===== config.mk =====
export PLATFORM = sky130hd
export DESIGN_NAME = swic_top
export DESIGN_NICKNAME = d
export VERILOG_FILES = /design/src/rtl/swic_pkg.sv /design/src/rtl/swic_top.sv /design/src/rtl/swic_osr_lookup.sv
export VERILOG_INCLUDE_DIRS = /design/src /design/src/rtl
export SDC_FILE = /design/constraint.sdc
export NUM_CORES = 1
export LEC_CHECK = 0
export ABC_CLOCK_PERIOD_IN_PS = 2600
export BUFFER_PORTS_ARGS = -buffer_cell sky130_fd_sc_hd__buf_2
export CORE_MARGIN = 2
export CORE_UTILIZATION = 40
export CTS_BUF_LIST = sky130_fd_sc_hd__clkbuf_2 sky130_fd_sc_hd__clkbuf_4 sky130_fd_sc_hd__clkbuf_8
export DETAILED_ROUTE_END_ITERATION = 8
export GPL_ROUTABILITY_DRIVEN = 0
export PLACE_DENSITY = 0.63
export SLEW_MARGIN = 10
export SYNTH_ARGS = -nofsm -noshare
export SYNTH_HDL_FRONTEND = slang
export SYNTH_SLANG_ARGS = --single-unit

===== constraint.sdc =====
create_clock -name clk_in -period 2.6 [get_ports clk_in]
set_clock_uncertainty 0.15 [all_clocks]
set_input_delay 0.13 -clock clk_in [delete_from_list [all_inputs] [get_ports clk_in]]
set_output_delay 0.13 -clock clk_in [all_outputs]
set_load 0.02 [all_outputs]

===== src/rtl/swic_params.svh =====
// Constants for the sleep/wake interrupt control block: register offset, reset value, field positions, ratios.
// Assumes it is included by bare name from the block's design and testbench files.
`ifndef SWIC_PARAMS_SVH
`define SWIC_PARAMS_SVH

`define SWIC_CTRL_ADDR      8'h2c
`define SWIC_CTRL_RESET     8'h00
`define SWIC_BIT_FIFO_GATE  7
`define SWIC_BIT_WAKE_HI    6
`define SWIC_BIT_WAKE_LO    2
`define SWIC_BIT_IRQ_POL    1
`define SWIC_BIT_IRQ_DRIVE  0

// Oversampling ratios, columns normal / low-noise low-power / high resolution / low power.
`define SWIC_OSR_1_5625     {11'h0080, 11'h0020, 11'h0400, 11'h0010}
`define SWIC_OSR_6_25       {11'h0020, 11'h0008, 11'h0100, 11'h0004}
`define SWIC_OSR_12_5       {11'h0010, 11'h0004, 11'h0080, 11'h0002}
`define SWIC_OSR_50         {11'h0004, 11'h0004, 11'h0020, 11'h0002}
`define SWIC_OSR_100        {11'h0004, 11'h0004, 11'h0010, 11'h0002}
`define SWIC_OSR_200        {11'h0004, 11'h0004, 11'h0008, 11'h0002}
`define SWIC_OSR_400        {11'h0004, 11'h0004, 11'h0004, 11'h0002}
`define SWIC_OSR_800        {11'h0002, 11'h0002, 11'h0002, 11'h0002}

`endif


===== src/rtl/swic_pkg.sv =====
// Types shared by the sleep/wake interrupt control block.
// Assumes the constants header is compiled alongside.
package swic_pkg;

  // Buffer gate: open, or holding contents across a mode change.
  typedef enum logic [0:0] {GATE_OPEN, GATE_HELD} swic_gate_state_t;

  // Oversampling mode select.
  typedef logic [1:0] swic_osr_mode_t;

  // Data-rate code, 0 is the fastest rate and 7 the slowest.
  typedef logic [2:0] swic_rate_t;

endpackage


===== src/rtl/swic_top.sv =====
// Sleep/wake interrupt control: control register, buffer gate, detector sleep enables and interrupt pin drive.
// Assumes the serial port decoder presents single-cycle register strobes on clk_in, and that mode, sample,
// buffer-empty and detector signals come from logic on the same clock. Interrupt pins leave the chip.
`timescale 1ns/1ps
`include "swic_params.svh"

module swic_top (
  input  wire logic                    clk_in,            // System clock, 200 MHz.
  input  wire logic                    rst_in,            // Synchronous reset, active high.
  input  wire logic [7:0]              reg_addr_in,       // Register address from the serial port.
  input  wire logic [7:0]              reg_wdata_in,      // Write data.
  input  wire logic                    reg_wr_in,         // Write strobe, one cycle.
  input  wire logic                    reg_rd_in,         // Read strobe, one cycle.
  output logic [7:0]                   reg_rdata_out,     // Read data, valid the cycle after the strobe.
  input  wire logic                    sleep_mode_in,     // System state: 1 sleep, 0 wake.
  input  wire logic                    auto_sleep_en_in,  // Auto-sleep enabled.
  input  wire logic                    sample_valid_in,   // New sample offered to the buffer.
  input  wire logic                    fifo_empty_in,     // Sample buffer is empty.
  input  wire logic [4:0]              det_event_in,      // Events: trans, orient, pulse, ffmt, vecm.
  input  wire logic                    irq_one_req_in,    // Routed interrupt for line one, active high.
  input  wire logic                    irq_two_req_in,    // Routed interrupt for line two, active high.
  input  wire swic_pkg::swic_rate_t     rate_in,           // Data-rate code.
  input  wire swic_pkg::swic_osr_mode_t osr_mode_in,       // Oversampling mode.
  input  wire logic                    irq_line_one_in,   // Level sensed on interrupt pin one.
  input  wire logic                    irq_line_two_in,   // Level sensed on interrupt pin two.
  output logic [7:0]                   ctrl_out,          // Current control register value.
  output logic                         fifo_flush_out,    // Flush the buffer, one-cycle pulse.
  output logic                         fifo_accept_out,   // Write the offered sample, one-cycle pulse.
  output logic                         fifo_held_out,     // Buffer is held by the gate.
  output logic                         fifo_gate_err_out, // Gate error flag of the state status.
  output logic [4:0]                   det_enable_out,    // Detector run enables.
  output logic                         debounce_clr_out,  // Clear detector debounce counters, pulse.
  output logic                         wake_req_out,      // Enabled event seen while asleep.
  output logic [10:0]                  osr_ratio_out,     // Oversampling ratio in use.
  output logic                         irq_line_one_out,  // Interrupt pin one output value.
  output logic                         irq_line_one_oe_n_out, // Pin one drive, low while driving.
  output logic                         irq_line_two_out,  // Interrupt pin two output value.
  output logic                         irq_line_two_oe_n_out, // Pin two drive, low while driving.
  output logic                         irq_line_one_level_out, // Synchronised level of pin one.
  output logic                         irq_line_two_level_out  // Synchronised level of pin two.
);

  // Control register and its fields.
  logic [7:0] ctrl_reg;           // Control register.
  logic [7:0] ctrl_next;          // Its next value.
  wire        gate_en;            // Gate holds buffer across mode changes.
  wire  [4:0] wake_bits;          // Per-detector sleep-wake enables.
  wire        irq_pol;            // 1 selects active-high interrupt pins.
  wire        irq_drive_type;     // 1 selects open-drain interrupt pins.
  wire        ctrl_hit;           // Address matches the control register.

  // Only the acceleration wake bits live here; magnetic wake enables sit in their own configuration
  // registers, so this register stays eight bits with no magnetic field.
  assign ctrl_hit       = (reg_addr_in == `SWIC_CTRL_ADDR);
  assign gate_en        = ctrl_reg[`SWIC_BIT_FIFO_GATE];
  assign wake_bits      = ctrl_reg[`SWIC_BIT_WAKE_HI:`SWIC_BIT_WAKE_LO];
  assign irq_pol        = ctrl_reg[`SWIC_BIT_IRQ_POL];
  assign irq_drive_type = ctrl_reg[`SWIC_BIT_IRQ_DRIVE];
  assign ctrl_next      = (reg_wr_in && ctrl_hit) ? reg_wdata_in : ctrl_reg;

  // Register write path.
  always_ff @(posedge clk_in)
  begin
    if (rst_in)
      ctrl_reg <= `SWIC_CTRL_RESET;
    else
      ctrl_reg <= ctrl_next;
  end

  // Read path; unmapped addresses read as zero.
  logic [7:0] rdata_reg; // Read data register.
  wire  [7:0] rdata_next;
  assign rdata_next = (reg_rd_in && ctrl_hit) ? ctrl_reg : 8'h00;

  always_ff @(posedge clk_in)
  begin
    if (rst_in)
      rdata_reg <= 8'h00;
    else
      rdata_reg <= rdata_next;
  end

  // Mode-change detection against the previous system state.
  logic sleep_prev_reg; // System state one cycle ago.
  wire  mode_edge;      // System state changed this cycle.
  assign mode_edge = (sleep_mode_in != sleep_prev_reg);

  // Resets to wake, so a block that leaves reset asleep sees one mode change.
  always_ff @(posedge clk_in)
  begin
    if (rst_in)
      sleep_prev_reg <= 1'b0;
    else
      sleep_prev_reg <= sleep_mode_in;
  end

  // Buffer gate state machine.
  swic_pkg::swic_gate_state_t gate_reg;  // Gate state.
  swic_pkg::swic_gate_state_t gate_next; // Next gate state.

  // A change while already holding keeps holding; the buffer still carries data from the older period.
  always_comb
  begin
    gate_next = gate_reg;
    unique case (gate_reg)
      swic_pkg::GATE_OPEN:
      begin
        if (mode_edge && gate_en && !fifo_empty_in)
          gate_next = swic_pkg::GATE_HELD;
      end
      swic_pkg::GATE_HELD:
      begin
        // Emptying the buffer is the only release; clearing the gate bit does not drop held data.
        if (fifo_empty_in)
          gate_next = swic_pkg::GATE_OPEN;
      end
    endcase
  end

  always_ff @(posedge clk_in)
  begin
    if (rst_in)
      gate_reg <= swic_pkg::GATE_OPEN;
    else
      gate_reg <= gate_next;
  end

  // Sample acceptance, flush and error decode.
  wire held_now;    // Buffer held and not yet emptied.
  wire flush_next;  // Flush request.
  wire accept_next; // Sample write request.
  wire err_next;    // Next gate error flag.
  assign held_now    = (gate_reg == swic_pkg::GATE_HELD) && !fifo_empty_in;
  assign flush_next  = mode_edge && !gate_en && !held_now;
  // A sample in the same cycle as a mode change still belongs to the old period and is refused
  // only when the gate actually holds; an empty buffer needs no protection.
  assign accept_next = sample_valid_in && !held_now &&
                       !(mode_edge && gate_en && !fifo_empty_in);
  // The set term only exists while the buffer is unemptied, so it can never meet the clear.
  assign err_next    = (held_now && sample_valid_in) ? 1'b1 :
                       fifo_empty_in                  ? 1'b0 :
                       fifo_gate_err_out;

  // Buffer control outputs, all registered.
  always_ff @(posedge clk_in)
  begin
    if (rst_in)
    begin
      fifo_flush_out    <= 1'b0;
      fifo_accept_out   <= 1'b0;
      fifo_held_out     <= 1'b0;
      fifo_gate_err_out <= 1'b0;
    end
    else
    begin
      fifo_flush_out    <= flush_next;
      fifo_accept_out   <= accept_next;
      fifo_held_out     <= (gate_next == swic_pkg::GATE_HELD);
      fifo_gate_err_out <= err_next;
    end
  end

  // Detector enables, wake request and debounce clear.
  wire [4:0] enable_next;   // Detector runs when awake, or asleep with its wake bit.
  wire       wake_next;     // Enabled event while asleep.
  wire       debounce_next; // Counter clear on an auto-sleep transition.
  assign enable_next   = {5{!sleep_mode_in}} | wake_bits;
  assign wake_next     = sleep_mode_in && |(det_event_in & wake_bits);
  // Only the debounce counters are cleared; event status is left alone.
  assign debounce_next = mode_edge && auto_sleep_en_in;

  always_ff @(posedge clk_in)
  begin
    if (rst_in)
    begin
      det_enable_out   <= 5'h1f;
      wake_req_out     <= 1'b0;
      debounce_clr_out <= 1'b0;
    end
    else
    begin
      det_enable_out   <= enable_next;
      wake_req_out     <= wake_next;
      debounce_clr_out <= debounce_next;
    end
  end

  // Oversampling ratio lookup.
  wire [10:0] osr_next; // Looked-up ratio.

  swic_osr_lookup u_osr (
    .rate_in   (rate_in),
    .mode_in   (osr_mode_in),
    .ratio_out (osr_next)
  );

  always_ff @(posedge clk_in)
  begin
    if (rst_in)
      osr_ratio_out <= 11'h002;
    else
      osr_ratio_out <= osr_next;
  end

  // Interrupt pin drive. Open-drain can only pull low, so in that mode an asserted active-high
  // line relies on the external pull-up, and a deasserted active-low line likewise.
  // Both pins share one polarity decode, so it is kept in one place.
  function automatic logic pin_level(input logic pol, input logic req);
    pin_level = pol ? req : !req;
  endfunction

  wire one_level; // Wanted level on pin one.
  wire two_level; // Wanted level on pin two.
  assign one_level = pin_level(irq_pol, irq_one_req_in);
  assign two_level = pin_level(irq_pol, irq_two_req_in);

  always_ff @(posedge clk_in)
  begin
    if (rst_in)
    begin
      irq_line_one_out      <= 1'b1;
      irq_line_one_oe_n_out <= 1'b0;
      irq_line_two_out      <= 1'b1;
      irq_line_two_oe_n_out <= 1'b0;
    end
    else
    begin
      irq_line_one_out      <= irq_drive_type ? 1'b0 : one_level;
      irq_line_one_oe_n_out <= irq_drive_type ? one_level : 1'b0;
      irq_line_two_out      <= irq_drive_type ? 1'b0 : two_level;
      irq_line_two_oe_n_out <= irq_drive_type ? two_level : 1'b0;
    end
  end

  // Two-stage synchronisers for the sensed pin levels.
  logic [1:0] pin_meta_reg; // First stages, read only by the second.

  always_ff @(posedge clk_in)
  begin
    if (rst_in)
    begin
      pin_meta_reg           <= 2'h3;
      irq_line_one_level_out <= 1'b1;
      irq_line_two_level_out <= 1'b1;
    end
    else
    begin
      pin_meta_reg           <= {irq_line_two_in, irq_line_one_in};
      irq_line_one_level_out <= pin_meta_reg[0];
      irq_line_two_level_out <= pin_meta_reg[1];
    end
  end

  assign reg_rdata_out = rdata_reg;
  assign ctrl_out      = ctrl_reg;

endmodule // swic_top


===== src/rtl/swic_osr_lookup.sv =====
// Oversampling ratio lookup from data-rate code and oversampling mode.
// Assumes both selects come from logic on the same clock; the result is combinational.
`timescale 1ns/1ps
`include "swic_params.svh"

module swic_osr_lookup (
  input  wire swic_pkg::swic_rate_t     rate_in,  // Data-rate code.
  input  wire swic_pkg::swic_osr_mode_t mode_in,  // Oversampling mode.
  output logic [10:0]                   ratio_out // Selected ratio.
);

  // Picks one row of four packed ratios; column 0 of the mode sits in the top slice.
  function automatic logic [10:0] pick(input logic [43:0] row, input logic [1:0] mode);
    pick = row[(3 - mode) * 11 +: 11];
  endfunction

  // The whole table is constant, so this folds into a small ROM.
  wire [43:0] row_sel;
  assign row_sel = (rate_in == 3'h0) ? `SWIC_OSR_800 :
                   (rate_in == 3'h1) ? `SWIC_OSR_400 :
                   (rate_in == 3'h2) ? `SWIC_OSR_200 :
                   (rate_in == 3'h3) ? `SWIC_OSR_100 :
                   (rate_in == 3'h4) ? `SWIC_OSR_50 :
                   (rate_in == 3'h5) ? `SWIC_OSR_12_5 :
                   (rate_in == 3'h6) ? `SWIC_OSR_6_25 :
                                       `SWIC_OSR_1_5625;
  assign ratio_out = pick(row_sel, mode_in);

endmodule // swic_osr_lookup


; ---- Yosys cells after proc, flatten, opt, wreduce, memory -nomap -nowiden
; Index checks and enable logic that the tools add are counted.
[word_totals]
wordCells = 74
ff_bits = 47
inputBits = 38
out_inout_bits = 44
[classes]
n_bitwise = 5
multipliers = 1
shifts = 1
eq_ne = 8
reduce_logical = 24
mux = 16
n_addsub = 1
[op_table]
columns = operator, n
row1 = 44-bit 2-to-1 mux, 6
row2 = 44-bit by 33-bit indexed part select with 11-bit output, 1
row3 = 41-bit 2-to-1 mux, 1
row4 = 32-bit by 4-bit multiplier with 32-bit output (second input constant), 1
row5 = 1-bit logical AND, 12
row6 = 3-bit == test (second input constant), 3
row7 = 8-bit by 6-bit == test with 1-bit output (second input constant), 1
row8 = 1-bit 2-to-1 mux, 8
row9 = 1-bit zero test, 7
row10 = 3-bit by 2-bit == test with 1-bit output (second input constant), 2
row11 = 5-bit bitwise AND, 1
row12 = 5-bit bitwise OR, 1
row13 = 5-bit OR reduction, 1
row14 = 2-bit OR reduction, 2
row15 = 3-bit by 1-bit == test with 1-bit output (second input constant), 1
row16 = 3-bit zero test, 1
row17 = 1-bit inverter, 3
row18 = 2-bit by 2-bit subtractor with 3-bit output (first input constant), 1
row19 = 1-bit case mux with 2 select lines, 1
row20 = 2-bit nonzero test, 1
row21 = 1-bit != test, 1

; ---- Longest topological paths before layout
[depth]
word_depth = 9
depth_mapped = 10
mapped_depth_nobuf = 6

; ---- Hierarchy
; A second synthesis with hierarchy kept.
[hier_totals]
cells_unflattened = 304
hier_area_um2 = 2625.0
[modules_own_cells]
columns = module, area_per_inst_um2, seq_area_each_um2, cells_each, n_inst
row1 = swic_top, 1537.7, 940.9, 129, 1
row2 = swic_osr_lookup, 1087.3, 0.0, 175, 1

; ---- Worst setup path before layout
; No wires, ideal clock.
[synth_timing]
path_kind = in2reg
start = input port osr_mode_in[0]
end = register osr_ratio_out[3]
stages = 8
arrival_time_ns = 1.777
setup_ns = 0.120
n_path_buf = 2
setup_slack_ns = 0.553
required_time_ns = 2.330
cell_sequence = buf_4 -> buf_2 -> inv_1 -> ha_1 -> and4b_1 -> o21a_1 -> o311a_1 -> a211o_1
[synth_between]
elab_chain_cells = 3
[synth_rtl]
columns = element, line
row1 = "start, declared", swic_top.sv:23  ; input wire swic_pkg::swic_osr_mode_t osr_mode_in,
row2 = 2-bit by 2-bit subtractor with 3-bit output, swic_osr_lookup.sv:14  ; pick = row[(3 - mode) * 11 +: 11];
row3 = 32-bit by 4-bit multiplier with 32-bit output, swic_osr_lookup.sv:14
row4 = 44-bit by 33-bit indexed part select with 11-bit output, swic_osr_lookup.sv:14
row5 = "end signal, assigned", swic_top.sv:202  ; osr_ratio_out <= osr_next;
row6 = "end, declared", swic_top.sv:34  ; output logic [10:0] osr_ratio_out,
; No other way between the ends.
; A chain may end at the register's enable or synchronous reset.

; ---- Worst setup path after layout
[layout_timing]
start = input port osr_mode_in[0]
end = register osr_ratio_out[6]
; The elaborated chain is that of the path after synthesis.

==> flow_metrics.env <==
export IMPL_tns_ns=0
export IMPL_clockRootBuffer="clkbuf_8"
export IMPL_core_um2=6310
export IMPL_cts_buffers=5
export IMPL_grt_usage=0.191
export IMPL_internal_power_mw=1.07
export IMPL_via_per_inst=5.60
export IMPL_setup_viol=0
export IMPL_syn_num_nets=330
export IMPL_ys_seq_elements=47
export IMPL_yosys_area_top_type="dfxtp_1"
export IMPL_cp_top_family="simple AND/OR/NAND/NOR gates"
export IMPL_path_max_fanout=16
export IMPL_antenna_found_initial=0
export IMPL_vias=2527
export IMPL_pwr_share_seq=0.504
export IMPL_async_flop_share=0
export IMPL_powerDensity_nw_per_um2=458
export IMPL_die_area_um2=7130
export IMPL_worstPathRequired_ns=2.66
export IMPL_startpoint_type="primary input"
export IMPL_post_cts_setup_buffers=0
export IMPL_htreeDepth=2
export IMPL_portBuffers=81
export IMPL_multiInputGateArea_um2=1460
export IMPL_combPwrFrac=0.200
export IMPL_p_sw_mw=0.406
export IMPL_stdcell_count=451
export IMPL_finalCritPeriodShare=0.747
export IMPL_placed_cells=428
export IMPL_clk_insertion_delay_late_ns=0.29
export IMPL_grt_ovfl_total=0
export IMPL_power_frac_clock=0.296
export IMPL_crit_chain="buf_2 > inv_1 > ha_1 > nand4b_1 > nor4b_1 > o221ai_1 > o21ai_0"
export IMPL_worst_path_max_delay_cell="nor4b_1"
export IMPL_synthesis_area_um2=2590
export IMPL_synth_area_leaders="dfxtp_1, mux2i_1, nor2_1"
export IMPL_clock_sinks=47
export IMPL_nNetsFinal=414
export IMPL_wire_per_inst_um=15.7
export IMPL_clk_pin_slew_ns=0.08
export IMPL_synth_cell_types=64
export IMPL_grt_pass1_wl_um=11100
export IMPL_largest_register_ffs=11
export IMPL_die_width_um=84.4
export IMPL_diodes=0
export IMPL_slew_violations=0
export IMPL_seqCellArea_um2=941
export IMPL_tightest_slew_ns=0.586
export IMPL_drc=0
export IMPL_syn_area_per_cell_um2=8.95
export IMPL_synth_edf_count=0
export IMPL_drtIter0Drc=143
export IMPL_regMostFlops="osr_ratio_out"
export IMPL_ys_flop_type="dfxtp_1"
export IMPL_drive_above_1_share=0.294
export IMPL_dp_hpwl_um=4950
export IMPL_die_h_um=84.4
export IMPL_hp_class="primary input to flip-flop"
export IMPL_status="complete, no violations"
export IMPL_swShare=0.276
export IMPL_grt_setup_unrepaired="false"
export IMPL_critical_path_buf_inv_count=2
export IMPL_min_path_cells=3
export IMPL_p_leak_nw=1.46
export IMPL_max_freq_ghz=0.515
export IMPL_synth_seq_area_share=0.364
export IMPL_synth_common_cells="dfxtp_1, nor2_1, nor3_1"
export IMPL_slew_headroom=0.606
export IMPL_start_util=0.410
export IMPL_area_delta_synth_final_pct=24.3
export IMPL_detail_route_antenna_nets=0
export IMPL_postCtsHoldBufs=15
export IMPL_yosysTopAreaCellShare=0.364
export IMPL_slowest_delay_ns=0.46
export IMPL_end_kind="flip-flop"
export IMPL_grt_pass1_vias=2300
export IMPL_ctsResizeCount=0
export IMPL_ys_warn_count=0
export IMPL_worst_r2r_path_depth=2
export IMPL_cp_depth=7
export IMPL_critPathArrivalTime_ns=2.01
export IMPL_num_io_pins=82
export IMPL_min_period_ns=1.94
export IMPL_clock_path_buffers=2
export IMPL_first_pass_iters=4
export IMPL_fp_row_count=29
export IMPL_path_class="primary input to flip-flop"
export IMPL_finalWirelength_um=7090
export IMPL_syn_inst=289
export IMPL_hold_viol=0
export IMPL_vdd_drop_max_mv=0.361
export IMPL_cts_tree="done"
export IMPL_grt_max_degree=40
export IMPL_nFillCells=612
export IMPL_cap_violations=0
export IMPL_synthMostInstantiatedCell="dfxtp_1"
-- worst register-to-register path, delay by kind of cell, from the launching register on --
kind,cells,cell delay [ns]
AO/OA/AOI/OAI,2,0.50
flip-flops,1,0.35
-- area by class of cell --
cell class,count,area share
flip-flops and latches,47,0.292
clock buffers,7,0.0261
multi-input cells,209,0.453
repair buffers,103,0.189
clock inverters,1,0.00156
well taps,77,0.0299
inverters,7,0.00817
-- power by group through the flow --
stage               logic [mW]  registers (mW)  clock network, mW
finish                   0.294           0.744              0.436
global route             0.319           0.746              0.474
CTS                      0.291           0.744              0.448
detailed placement       0.272           0.761                  0
global placement         0.274           0.761                  0
floorplan                0.172           0.784                  0
-- per-stage QoR --
| step | total power, mW | worst slack, ns | util | hold WS, ns | instance area (µm²) |
|---|---|---|---|---|---|
| after detailed placement | 1.03 | 0.412 | 0.472 | 0.165 | 2980 |
| after global placement | 1.04 | 0.436 | 0.472 | 0.164 | 2980 |
| after floorplan | 0.956 | 0.553 | - | 0.0593 | 2590 |
| final | 1.47 | 0.657 | 0.510 | 0.0230 | 3220 |
| after CTS | 1.48 | 0.709 | 0.510 | 0.0176 | 3220 |
| after global routing | 1.54 | 0.446 | 0.510 | 0.0725 | 3220 |
-- worst paths after layout --
check / slack (ns) / to / startpoint
worst max-delay path: 0.66 / osr_ratio_out[6] / osr_mode_in[0]
worst max register to register: 1.47 / wake_req_out / ctrl_out[2]
worst min-delay path: 0.02 / wake_req_out / det_event_in[4]
worst min register to register: 0.26 / irq_line_one_level_out / pin_meta_reg[0]
-- cell families after synthesis --
kind of cell,Yosys count,share of synthesized area
AO/OA/AOI/OAI,65,0.188
XOR/XNOR,9,0.0305
adder cells (fa/ha/maj),3,0.0145
buffers and inverters,33,0.0735
flip-flops,47,0.364
multiplexers,11,0.0426
AND/OR/NAND/NOR,121,0.288
-- cells in the final DEF (no fill, tap or decap), types with 3 or more instances in the layout --
master,netlist,final
dlygate4sd3_1,0,15
nor4b_1,3,3
o21bai_1,6,6
a211o_1,3,3
o21ai_0,7,7
mux2i_1,11,11
buf_2,8,81
o311a_1,3,3
dfxtp_1,47,47
and4b_1,4,4
nand4_1,4,4
nand2b_1,11,11
xor2_1,6,6
nor3_1,12,12
nor2_1,25,25
o21a_1,4,4
nand3_1,6,6
nor4_1,4,4
nand2_1,7,7
and2_1,10,10
clkbuf_8,0,5
a211oi_1,3,3
buf_4,5,7
ha_1,3,3
inv_1,6,6
o211ai_1,7,7
or2_2,7,7
nor4bb_1,3,3
o31ai_1,3,3
a21oi_1,7,7
xnor2_1,3,3
nor3b_1,3,3
a21boi_0,3,3
nand4b_1,4,4
nor2b_1,3,3
-- layer usage --
layer,global-route usage,share of wire
met5,0,0
met4,0.0794,0.028
met3,0.0265,0.066
met2,0.323,0.48
met1,0.244,0.43
Power figures use the tool's default switching activity.
